===== src/derived_channel_consts.svh =====
`ifndef DERIVED_CHANNEL_CONSTS_SVH
`define DERIVED_CHANNEL_CONSTS_SVH

// Sample and coefficient widths
`define DC_DATA_W      24
`define DC_RES_W       32
`define DC_GAIN_W      16
`define DC_GAIN_FRAC   14
`define DC_QUO_FRAC    16
`define DC_DIV_STEPS   6'd40

// Register byte offsets
`define DC_OFF_CTRL    8'h00
`define DC_OFF_GAIN1   8'h04
`define DC_OFF_OFFS1   8'h08
`define DC_OFF_GAIN2   8'h0C
`define DC_OFF_OFFS2   8'h10
`define DC_OFF_COMMIT  8'h14
`define DC_OFF_STATUS  8'h18
`define DC_OFF_MASK    8'h1C
`define DC_OFF_RESULT  8'h20

// Field positions
`define DC_CTRL_OP_LSB 0
`define DC_CTRL_ORDER  2
`define DC_ST_DONE     0
`define DC_ST_DIVSAT   1
`define DC_ST_SCLSAT   2

// Reset values and fixed results
`define DC_GAIN_ONE    16'h4000
`define DC_OFFS_ZERO   24'h000000
`define DC_ONE_Q16     32'h00010000
`define DC_TWO_Q16     32'h00020000
`define DC_SAT_POS     32'h7FFFFFFF
`define DC_SAT_NEG     32'h80000000

`endif


===== src/derived_channel_pkg.sv =====
`default_nettype none
package derived_channel_pkg;

  typedef enum logic [1:0] {
    OP_SUB   = 2'b00,
    OP_DIV   = 2'b01,
    OP_RATIO = 2'b10
  } op_e;

  typedef enum logic [1:0] {
    ST_IDLE = 2'b00,
    ST_DIV  = 2'b01,
    ST_DONE = 2'b10
  } state_e;

  typedef struct packed {
    logic               valid;
    logic signed [23:0] ch1;
    logic signed [23:0] ch2;
    logic signed [23:0] temp;
  } sample_s;

  typedef struct packed {
    logic               valid;
    logic signed [23:0] ch1;
    logic signed [23:0] ch2;
    logic signed [23:0] temp;
    logic signed [31:0] ch3;
  } result_s;

endpackage : derived_channel_pkg
`default_nettype wire


===== src/derived_channel_and_output_scaling.sv =====
// What this block does
// - Derived channel uses only conditioned first and second channel values.
// - Control field selects subtraction, division or ratio.
// - Order bit swaps which channel is left and which right operand for subtraction and division.
// - Subtraction gives first minus second, or second minus first reversed.
// - Division gives first over second, or second over first reversed.
// - Zero or tiny divisor clamps a division to saturation and gives 2 minus saturation for ratio, never faults.
// - Ratio: equal gives 1, smaller first gives a/b, else 2 minus b/a.
// - Derived result is a full four-byte word, Q16.16 for division and ratio.
// - Main channels are scaled linearly: gain multiply, then add offset.
// - Only main channels scale; temperature and derived pass through.
// - Scaler sits between conditioning math input and IIR filter output.
// - Coefficients come from the nonvolatile copy, used once committed.
//
// Chosen here: the AHB-Lite interface to the registers and the address map.
`include "derived_channel_consts.svh"
`default_nettype none
module derived_channel_and_output_scaling #(
  parameter logic [23:0] SMALL_DIV = 24'h000004
) (
  input  wire logic                            clk,
  input  wire logic                            rstn,
  input  wire logic                            ce,
  input  wire logic                            hsel,
  input  wire logic [31:0]                     haddr,
  input  wire logic [1:0]                      htrans,
  input  wire logic                            hwrite,
  input  wire logic [2:0]                      hsize,
  input  wire logic [31:0]                     hwdata,
  input  wire logic                            hready,
  output logic                                 hreadyout,
  output logic                                 hresp,
  output logic [31:0]                          hrdata,
  input  wire derived_channel_pkg::sample_s    in_sample,
  output logic                                 in_ready,
  output derived_channel_pkg::result_s         out_result,
  output logic                                 irq
);

  // Bus slave: zero wait states, every access OKAY
  logic        wr_pend_q;
  logic [7:0]  wr_addr_q;
  logic        hreadyout_q;
  logic [31:0] hrdata_q;
  logic [2:0]  ctrl_q;
  logic [15:0] gain1_nv_q, gain2_nv_q, gain1_q, gain2_q;
  logic [23:0] offs1_nv_q, offs2_nv_q, offs1_q, offs2_q;
  logic [2:0]  status_q, mask_q;
  logic        irq_q;

  wire        addr_ph  = hsel && htrans[1] && hready;
  wire        rd_ph    = addr_ph && !hwrite;
  wire [7:0]  rd_addr  = haddr[7:0];
  wire        wr_now   = wr_pend_q;
  wire        wr_ctrl  = wr_now && wr_addr_q == `DC_OFF_CTRL;
  wire        wr_g1    = wr_now && wr_addr_q == `DC_OFF_GAIN1;
  wire        wr_o1    = wr_now && wr_addr_q == `DC_OFF_OFFS1;
  wire        wr_g2    = wr_now && wr_addr_q == `DC_OFF_GAIN2;
  wire        wr_o2    = wr_now && wr_addr_q == `DC_OFF_OFFS2;
  wire        wr_cmt   = wr_now && wr_addr_q == `DC_OFF_COMMIT && hwdata[0];
  wire        wr_stat  = wr_now && wr_addr_q == `DC_OFF_STATUS;
  wire        wr_mask  = wr_now && wr_addr_q == `DC_OFF_MASK;
  wire [2:0]  stat_clr = wr_stat ? hwdata[2:0] : 3'h0;

  logic [31:0] res_q;
  logic [31:0] rd_mux;
  always_comb begin
    unique case (rd_addr)
      `DC_OFF_CTRL:   rd_mux = {29'h0, ctrl_q};
      `DC_OFF_GAIN1:  rd_mux = {16'h0, gain1_nv_q};
      `DC_OFF_OFFS1:  rd_mux = {{8{offs1_nv_q[23]}}, offs1_nv_q};
      `DC_OFF_GAIN2:  rd_mux = {16'h0, gain2_nv_q};
      `DC_OFF_OFFS2:  rd_mux = {{8{offs2_nv_q[23]}}, offs2_nv_q};
      `DC_OFF_STATUS: rd_mux = {29'h0, status_q};
      `DC_OFF_MASK:   rd_mux = {29'h0, mask_q};
      `DC_OFF_RESULT: rd_mux = res_q;
      default:        rd_mux = 32'h0;
    endcase
  end

  always_ff @(posedge clk or negedge rstn) begin
    if (!rstn) begin
      wr_pend_q   <= 1'b0;
      wr_addr_q   <= 8'h00;
      hreadyout_q <= 1'b0;
      hrdata_q    <= 32'h0;
    end else if (ce) begin
      wr_pend_q   <= addr_ph && hwrite;
      wr_addr_q   <= haddr[7:0];
      hreadyout_q <= 1'b1;
      hrdata_q    <= rd_ph ? rd_mux : 32'h0;
    end
  end

  // Software edits the nonvolatile copy; the datapath sees it after commit
  always_ff @(posedge clk or negedge rstn) begin
    if (!rstn) begin
      ctrl_q     <= 3'h0;
      gain1_nv_q <= `DC_GAIN_ONE;
      gain2_nv_q <= `DC_GAIN_ONE;
      offs1_nv_q <= `DC_OFFS_ZERO;
      offs2_nv_q <= `DC_OFFS_ZERO;
      mask_q     <= 3'h0;
    end else if (ce) begin
      if (wr_ctrl) ctrl_q <= hwdata[2:0];
      if (wr_g1) gain1_nv_q <= hwdata[15:0];
      if (wr_o1) offs1_nv_q <= hwdata[23:0];
      if (wr_g2) gain2_nv_q <= hwdata[15:0];
      if (wr_o2) offs2_nv_q <= hwdata[23:0];
      if (wr_mask) mask_q <= hwdata[2:0];
    end
  end

  always_ff @(posedge clk or negedge rstn) begin
    if (!rstn) begin
      gain1_q <= `DC_GAIN_ONE;
      gain2_q <= `DC_GAIN_ONE;
      offs1_q <= `DC_OFFS_ZERO;
      offs2_q <= `DC_OFFS_ZERO;
    end else if (ce && wr_cmt) begin
      gain1_q <= gain1_nv_q;
      gain2_q <= gain2_nv_q;
      offs1_q <= offs1_nv_q;
      offs2_q <= offs2_nv_q;
    end
  end

  // Scaler: x * gain (Q2.14) then + offset, clamped to the sample range
  function automatic logic [24:0] scale(input logic signed [23:0] x,
                                        input logic [15:0]        g,
                                        input logic signed [23:0] o);
    logic signed [40:0] prod;
    logic signed [41:0] sum;
    prod = x * $signed({1'b0, g});
    sum  = 42'(prod >>> `DC_GAIN_FRAC) + 42'(o);
    if (sum > 42'sh7FFFFF) scale = {1'b1, 24'h7FFFFF};
    else if (sum < -42'sh800000) scale = {1'b1, 24'h800000};
    else scale = {1'b0, sum[23:0]};
  endfunction : scale

  wire [24:0] sc1 = scale(in_sample.ch1, gain1_q, offs1_q);
  wire [24:0] sc2 = scale(in_sample.ch2, gain2_q, offs2_q);

  // Operand selection for the derived channel
  derived_channel_pkg::op_e op;
  assign op = derived_channel_pkg::op_e'(ctrl_q[`DC_CTRL_OP_LSB +: 2]);
  wire        rev   = ctrl_q[`DC_CTRL_ORDER];
  wire signed [23:0] a = in_sample.ch1;
  wire signed [23:0] b = in_sample.ch2;
  wire        is_ratio = op == derived_channel_pkg::OP_RATIO;
  wire        is_div   = op == derived_channel_pkg::OP_DIV;
  wire        r_eq     = a == b;
  wire        r_lt     = a < b;
  wire signed [23:0] lop = is_ratio ? (r_lt ? a : b) : (rev ? b : a);
  wire signed [23:0] rop = is_ratio ? (r_lt ? b : a) : (rev ? a : b);
  wire signed [24:0] diff = 25'(lop) - 25'(rop);
  wire [23:0] l_abs = lop[23] ? 24'(-lop) : lop;
  wire [23:0] r_abs = rop[23] ? 24'(-rop) : rop;
  wire        q_neg = lop[23] ^ rop[23];
  wire        tiny  = r_abs < SMALL_DIV;
  wire [31:0] sat_v = q_neg ? `DC_SAT_NEG : `DC_SAT_POS;

  // Sequencer: one sample at a time, long division one bit per cycle
  derived_channel_pkg::state_e state_q;
  logic [39:0] quo_q;
  logic [24:0] rem_q;
  logic [23:0] den_q;
  logic [5:0]  cnt_q;
  logic        neg_q, two_q, in_ready_q;
  logic [23:0] h1_q, h2_q, ht_q;
  derived_channel_pkg::result_s out_q;

  wire        accept = in_sample.valid && in_ready_q;
  wire [24:0] trial  = {rem_q[23:0], quo_q[39]};
  wire        ge     = trial >= {1'b0, den_q};
  wire [39:0] quo_n  = {quo_q[38:0], ge};
  wire        q_ovf  = |quo_n[39:31];
  wire [31:0] q_sgn  = neg_q ? 32'(-quo_n[31:0]) : quo_n[31:0];
  wire [31:0] q_sat  = neg_q ? `DC_SAT_NEG : `DC_SAT_POS;
  wire [31:0] q_fin  = q_ovf ? q_sat : q_sgn;
  wire [31:0] q_res  = two_q ? 32'(`DC_TWO_Q16 - q_fin) : q_fin;
  wire        last   = cnt_q == `DC_DIV_STEPS - 6'd1;
  wire        fin    = (state_q == derived_channel_pkg::ST_DIV) && last;

  // Immediate results: subtraction, equal ratio, saturated divide
  logic [31:0] imm_v;
  logic        imm_ok, imm_sat;
  always_comb begin
    imm_ok  = 1'b1;
    imm_sat = 1'b0;
    imm_v   = 32'(signed'(diff));
    if (is_ratio && r_eq) begin
      imm_v = `DC_ONE_Q16;
    end else if (is_ratio || is_div) begin
      if (tiny) begin
        imm_sat = 1'b1;
        imm_v   = is_ratio ? 32'(`DC_TWO_Q16 - sat_v) : sat_v;
      end else begin
        imm_ok = 1'b0;
      end
    end
  end

  always_ff @(posedge clk or negedge rstn) begin
    if (!rstn) begin
      state_q    <= derived_channel_pkg::ST_IDLE;
      in_ready_q <= 1'b0;
      quo_q      <= 40'h0;
      rem_q      <= 25'h0;
      den_q      <= 24'h0;
      cnt_q      <= 6'h0;
      neg_q      <= 1'b0;
      two_q      <= 1'b0;
      h1_q       <= 24'h0;
      h2_q       <= 24'h0;
      ht_q       <= 24'h0;
      res_q      <= 32'h0;
    end else if (ce) begin
      unique case (state_q)
        derived_channel_pkg::ST_IDLE: begin
          in_ready_q <= 1'b1;
          if (accept) begin
            in_ready_q <= 1'b0;
            h1_q  <= sc1[23:0];
            h2_q  <= sc2[23:0];
            ht_q  <= in_sample.temp;
            quo_q <= {l_abs, 16'h0};
            rem_q <= 25'h0;
            den_q <= r_abs;
            cnt_q <= 6'h0;
            neg_q <= q_neg;
            two_q <= is_ratio && !r_lt;
            if (imm_ok) begin
              res_q   <= imm_v;
              state_q <= derived_channel_pkg::ST_DONE;
            end else begin
              state_q <= derived_channel_pkg::ST_DIV;
            end
          end
        end
        derived_channel_pkg::ST_DIV: begin
          quo_q <= quo_n;
          rem_q <= ge ? trial - {1'b0, den_q} : trial;
          cnt_q <= cnt_q + 6'd1;
          if (last) begin
            res_q   <= q_res;
            state_q <= derived_channel_pkg::ST_DONE;
          end
        end
        derived_channel_pkg::ST_DONE: begin
          in_ready_q <= 1'b1;
          state_q    <= derived_channel_pkg::ST_IDLE;
        end
        default: state_q <= derived_channel_pkg::ST_IDLE;
      endcase
    end
  end

  wire done_ev = state_q == derived_channel_pkg::ST_DONE;

  // Output word towards the filter: one-cycle valid, no back-pressure
  always_ff @(posedge clk or negedge rstn) begin
    if (!rstn) begin
      out_q <= '0;
    end else if (ce) begin
      out_q.valid <= done_ev;
      if (done_ev) begin
        out_q.ch1  <= h1_q;
        out_q.ch2  <= h2_q;
        out_q.temp <= ht_q;
        out_q.ch3  <= res_q;
      end
    end
  end

  // Sticky events; a new event beats a same-cycle clear
  wire [2:0] ev_set;
  assign ev_set[`DC_ST_DONE]   = done_ev;
  assign ev_set[`DC_ST_DIVSAT] = (accept && imm_ok && imm_sat) ||
                                 (fin && q_ovf);
  assign ev_set[`DC_ST_SCLSAT] = accept && (sc1[24] || sc2[24]);

  always_ff @(posedge clk or negedge rstn) begin
    if (!rstn) begin
      status_q <= 3'h0;
      irq_q    <= 1'b0;
    end else if (ce) begin
      status_q <= (status_q & ~stat_clr) | ev_set;
      irq_q    <= |(((status_q & ~stat_clr) | ev_set) & mask_q);
    end
  end

  assign hreadyout  = hreadyout_q;
  assign hresp      = 1'b0;
  assign hrdata     = hrdata_q;
  assign in_ready   = in_ready_q;
  assign out_result = out_q;
  assign irq        = irq_q;

endmodule : derived_channel_and_output_scaling
`default_nettype wire


===== config.mk =====
export PLATFORM = sky130hd
export DESIGN_NAME = derived_channel_and_output_scaling
export DESIGN_NICKNAME = d
export VERILOG_FILES = /design/src/derived_channel_pkg.sv /design/src/derived_channel_and_output_scaling.sv
export VERILOG_INCLUDE_DIRS = /design/src
export SDC_FILE = /design/constraint.sdc
export NUM_CORES = 2
export LEC_CHECK = 0
export ABC_CLOCK_PERIOD_IN_PS = 9250
export BUFFER_PORTS_ARGS = -buffer_cell sky130_fd_sc_hd__buf_2
export CAP_MARGIN = 20
export CORE_UTILIZATION = 58
export CTS_CLUSTER_DIAMETER = 120
export CTS_CLUSTER_SIZE = 40
export DETAILED_ROUTE_END_ITERATION = 6
export GPL_TIMING_DRIVEN = 0
export PLACE_DENSITY = 0.85
export SLEW_MARGIN = 20
export SYNTH_ARGS = -nofsm -noshare
export SYNTH_HDL_FRONTEND = slang
export SYNTH_SLANG_ARGS = --single-unit

===== constraint.sdc =====
create_clock -name clk -period 9.25 [get_ports clk]
set_input_delay 0.925 -clock clk [delete_from_list [all_inputs] [get_ports clk]]
set_output_delay 0.925 -clock clk [all_outputs]
set_load 0.01 [all_outputs]

# == Word level (Yosys, flattened, before mapping) ==
# Index checks and enable logic that the tools add are counted.
# totals
regBits,520
output_inout_bits,141
# classes
n_mul,2
magnitude_cmp,7
add_sub_neg,10
mux,46
bitwise,5
reduce_logical,46
n_eq_ne,23
# ops
operator,count
$mux 32,13
$pmux 32 s8,1
$mux 24,10
$mux 25,4
$mul 24x17->41,2
$pmux 40 s2,1
$pmux 32 s2,1
$sub 18x32->32 const A,2
$add 27x24->28,2
$eq 8x5->1 const B,7
$gt 28x24->1 const B,2
$lt 28x24->1 const B,2
$neg 24->24,2
$pmux 24 s2,1
$mux 40,1
$eq 8x4->1 const B,4
$neg 32->32,1
$ge 25x24->1,1
$sub 24x24->25,1
$eq 24x24->1,1
$lt 24x24->1,1
$lt 24x3->1 const B,1
$sub 24x24->24,1
$logic_and 1x1->1,22
other kinds (28),55

# == Longest topological paths before layout ==
# logic_depth
depth_word,15
depth_mapped,42
mapped_depth_nobuf,40

# == Worst setup path after synthesis ==
# Ideal clock, no wire load.
# synth_path
path_type,in2reg
from,in in_sample[59] (netlist bit)
to,reg h1_q[15]
stages,38
path_buffers,3
arrival_time_ns,9.922
required_time_ns,9.167
path_slack_ns,-0.755
path_cell_list,clkbuf_1 -> clkbuf_1 -> nand2_1 -> fa_1 -> fa_1 -> fa_1 -> inv_1 -> fa_1 -> fa_1 -> inv_1 -> fa_1 -> inv_1 -> ha_1 -> o2111a_1 -> and3_1 -> a22oi_1 -> a31oi_1 -> a211oi_1 -> (+2 left out) -> nor2b_1 -> o21ai_0 -> nand2b_1 -> and2_1 -> o41a_1 -> a21oi_1 -> o21bai_1 -> xor2_1 -> ha_1 -> a21o_1 -> a21o_1 -> a21o_1 -> a31oi_1 -> xor2_1 -> o41ai_1 -> clkbuf_1 -> a31oi_1 -> o21ai_0
# synth_between
elab_chain_len,5
# synth_lines
element,line_no,source
"start, declared",derived_channel_and_output_scaling.sv:34,"input wire derived_channel_pkg::sample_s in_sample,"
$mul 24x17->41 (*),derived_channel_and_output_scaling.sv:134,"prod = x * $signed({1'b0, g});"
$add 27x24->28 (*),derived_channel_and_output_scaling.sv:135,sum = 42'(prod >>> `DC_GAIN_FRAC) + 42'(o);
$lt 28x24->1,derived_channel_and_output_scaling.sv:137,"else if (sum < -42'sh800000) scale = {1'b1, 24'h800000};"
$mux 25,derived_channel_and_output_scaling.sv:137,
$mux 25 (*),derived_channel_and_output_scaling.sv:136,"if (sum > 42'sh7FFFFF) scale = {1'b1, 24'h7FFFFF};"
"end signal, assigned",derived_channel_and_output_scaling.sv:224,h1_q <= sc1[23:0];
"end, declared",derived_channel_and_output_scaling.sv:170,"logic [23:0] h1_q, h2_q, ht_q;"
# Mark *: on every way between the ends. The rest lies on a longest branch, timed or not.
# A chain may end at the register's enable or synchronous reset.

# == Final worst setup path ==
# layout_path
from,in in_sample[39] (netlist bit)
to,reg h2_q[10]
# layout_between
elab_chain_len,5
# layout_lines
element,line_no,source
$mul 24x17->41 (*),derived_channel_and_output_scaling.sv:134,
$add 27x24->28 (*),derived_channel_and_output_scaling.sv:135,
$lt 28x24->1,derived_channel_and_output_scaling.sv:137,
$mux 25,derived_channel_and_output_scaling.sv:137,
$mux 25 (*),derived_channel_and_output_scaling.sv:136,
"end signal, assigned",derived_channel_and_output_scaling.sv:225,h2_q <= sc2[23:0];
"end, declared",derived_channel_and_output_scaling.sv:170,
# Marks and branches as above.

==> flow_metrics.py <==
metrics = {
    "worst_setup_path": {
        "critical_path.max_fanout": 10,
        "cpPeakStageDelay_ns": 0.57,
        "worstSetupPathType": "input port to flop",
        "worst_setup_path_start_kind": "input port",
        "reg2reg_slack_ns": -0.18,
        "slowest_stage": "fa_1",
        "worstPathRequired_ns": 9.77,
        "end_kind": "flop",
        "cp_common_cell": "fa_1",
        "critPathArrivalTime_ns": 9.95,
    },
    "floorplanning": {
        "die-area_mm2": 0.1006,
        "core_area_mm2": 0.09842,
        "start_util_pct": 58.52,
        "die_y_um": 317.1,
        "die_x_um": 317.1,
        "io_pins": 289,
        "row_count": 115,
    },
    "sta": {
        "hold_viol": 0,
        "final-setup-viol-count": 44,
        "rsz0062_at_grt": "yes",
        "hold_ws_ns": 0.1798,
        "setup_tns_ns": -2.836,
        "relSlewSlack_pct": 20.45,
        "finClkSkew_ns": 0.09488,
        "period_share_pct": 101.9,
        "worst_pin_slew_ns": 1.178,
        "slew_viol_final": 0,
        "worst_slack_ns": -0.1788,
        "fmax_mhz": 106.1,
        "period_needed_ns": 9.429,
    },
    "synth": {
        "synthFlopType": "dfrtp_1",
        "synthTopCellsByArea": "fa_1 (26%), dfrtp_1 (22%), ha_1 (7.3%)",
        "synth_top_area_cell": "fa_1",
        "synth_cell_types": 88,
        "synth-edff-count": 0,
        "synth_area_per_cell_um2": 9.194,
        "synth_common_cells": "inv_1 (1,061), nand2_1 (775), fa_1 (754), dfrtp_1 (516), ha_1 (336)",
        "synth_area_mm2": 0.05759,
        "synth_cells": 6264,
        "async_flop_share_pct": 100.0,
        "ys_seq_elements": 520,
        "yosysTopAreaCellShare_pct": 26.21,
        "synth_most_common_cell": "inv_1",
        "syn-num-nets": 7502,
        "ys_seq_area_share_pct": 22.60,
        "ys_warn_count": 0,
    },
    "flow_run": {
        "cap_violations": 0,
    },
    "finish": {
        "drive_above_1_share_pct": 16.33,
        "area_delta_synth_final_pct": 12.34,
        "fill_cells": 7651,
        "multiInputGateArea_mm2": 0.04039,
        "fin_nets": 7884,
        "instances_no_fill": 7966,
        "seq_area_mm2": 0.01304,
        "final_util_pct": 65.74,
    },
    "global_routing": {
        "grt.overflow.total": 0,
        "grt_pass1_vias": 48910,
        "grt_first_pass_wirelength_mm": 294.4,
        "antenna_found_initial": 30,
        "grt_max_degree": 103,
        "groute.usage.overall_pct": 39.24,
    },
    "run_status": {
        "status": "finished, violations left",
        "violations": "negative setup slack",
    },
    "routing": {
        "wirelength_mm": 197.9,
        "vias": 48500,
        "wire_per_inst_um": 24.84,
        "ant_nets": 0,
        "drc": 0,
        "drt_pass1_iterations": 7,
        "drtIter0Drc": 4912,
        "via_per_inst": 6.088,
    },
    "power": {
        "seq_power_share_pct": 44.0,
        "clkPwrFrac_pct": 21.0,
        "p_per_area_mw_per_mm2": 107.8,
        "vdd_ir_drop_max_uv": 146.9,
        "combPwrFrac_pct": 35.0,
        "p_leak_nw": 33.02,
        "switching_share_pct": 41.39,
        "intPower_w": 0.004087,
        "switching_power_w": 0.002885,
    },
    "hold_path": {
        "hold_path.class": "input port to async pin",
    },
    "clocking": {
        "cts_tree": "built",
        "clockBufferDepth": 3,
        "cts_buffers": 23,
        "cts_sinks": 520,
        "root_buffer": "clkbuf_16",
        "insertion_delay_ns": 0.69,
        "htreeDepth": 1,
        "clk_pin_slew_ns": 0.14,
    },
    "placement": {
        "place_hpwl_mm": 156.8,
        "io_buffers": 238,
        "post-place-ws_ns": -3.610,
        "gp_congestion": 1.018,
        "dp.cells": 7795,
    },
}
[cells in the final DEF (no fill, tap or decap), types with 23 or more instances in the layout]
cell type and count:
o21a_1 25, nor3_1 74, clkbuf_8 30, nand2b_1 29, mux2_2 300, dfrtp_1 495
ha_1 320, nor2b_1 38, buf_4 130, xor2_1 51, buf_2 243, fa_1 747
mux2i_1 36, a21oi_2 33, clkbuf_16 37, o22ai_1 53, inv_1 1049, nand2_1 769
a21oi_1 215, clkbuf_1 152, nand3_1 67, a22oi_1 42, clkbuf_4 35, nor2_1 245
and2_1 318, a31oi_1 34, and3_1 38, nand4_1 23, xnor2_1 155, a21o_1 49
o21ai_0 220, clkbuf_2 28, o21ai_1 39
[path summary, 6_finish.rpt]
path	startpoint	to	depth (start not counted)
hold reg to reg	ht_q[23]	ht_q[23]	2
hold / removal	rstn	out_result[30]	1
setup reg to reg	gain2_q[5]	h2_q[10]	40
max in group asynchronous	rstn	out_result[102]	5
min in group clk	in_sample[13]	ht_q[13]	3
setup / recovery	in_sample[39]	h2_q[10]	38
[power groups by stage]
stage	combinational [W]	sequential (W)	clock (W)
2_1_floorplan	0.00145	0.00292	0
3_3_place_gp	0.00231	0.00306	0
5_1_grt	0.00261	0.00309	0.00153
3_5_place_dp	0.00235	0.00308	0
6_report	0.00244	0.00307	0.00146
4_1_cts	0.00238	0.00303	0.00147
[metrics by stage]
step	total power (W)	area (um^2)
final	0.006972	64700
after global routing	0.007238	64660
after CTS	0.006876	63820
after detailed placement	0.005428	60790
after global placement	0.005362	60620
after floorplan	0.004377	57820
[registers in the layout, summed over array words and instances, names as in the netlist, 32 cells and up]
name        flops
out_result    105
res_q          32
quo_q          40
hrdata         32
[worst max-delay path, delay by kind of cell]
| family | cells | cell delay, ns |
|---|---|---|
| mux | 1 | 0.31 |
| simple gates | 5 | 0.87 |
| buf+inv | 9 | 1.52 |
| compound gates | 14 | 2.48 |
| fa+ha+maj | 8 | 3.63 |
| xor+xnor | 1 | 0.15 |
[timing repair]
action | CTS | global route
gates resized for setup | 423 | 124
pin swaps | 69 | 89
endpoints found under the setup margin | 85 | 83
cloned | 3 | 1
setup buffers | 71 | 50
hold buffers | 0 | 0
[metal layers]
metal  routed length, um  GRT usage (%)
met1               74230          51.20
met2               87250          59.75
met3               22670          10.47
met4               13440          21.38
met5                 260              0
[cell type report]
class / instances / area share [%]
Timing Repair Buffer: 369 / 3.829
Multi-Input combinational cell: 4350 / 62.43
Buffer: 320 / 3.460
Sequential cell: 520 / 20.16
Clock inverter: 16 / 0.5028
Antenna cell: 18 / 0.06962
Inverter: 1062 / 6.161
Clock buffer: 24 / 0.8954
Tap cell: 1287 / 2.489
[kinds of logic (layout without fill, tap and decap cells)]
family          Yosys count  count (layout)  synth area share, %
flops                   520             520                22.60
mux                     340             340                6.561
compound gates          987             987                10.87
simple gates           1720            1720                14.09
buf+inv                1394            1791                9.142
fa+ha+maj              1090            1090                33.51
xor+xnor                212             212                3.224
other cells               1              19             0.006511
Power figures use the tool's default switching activity.
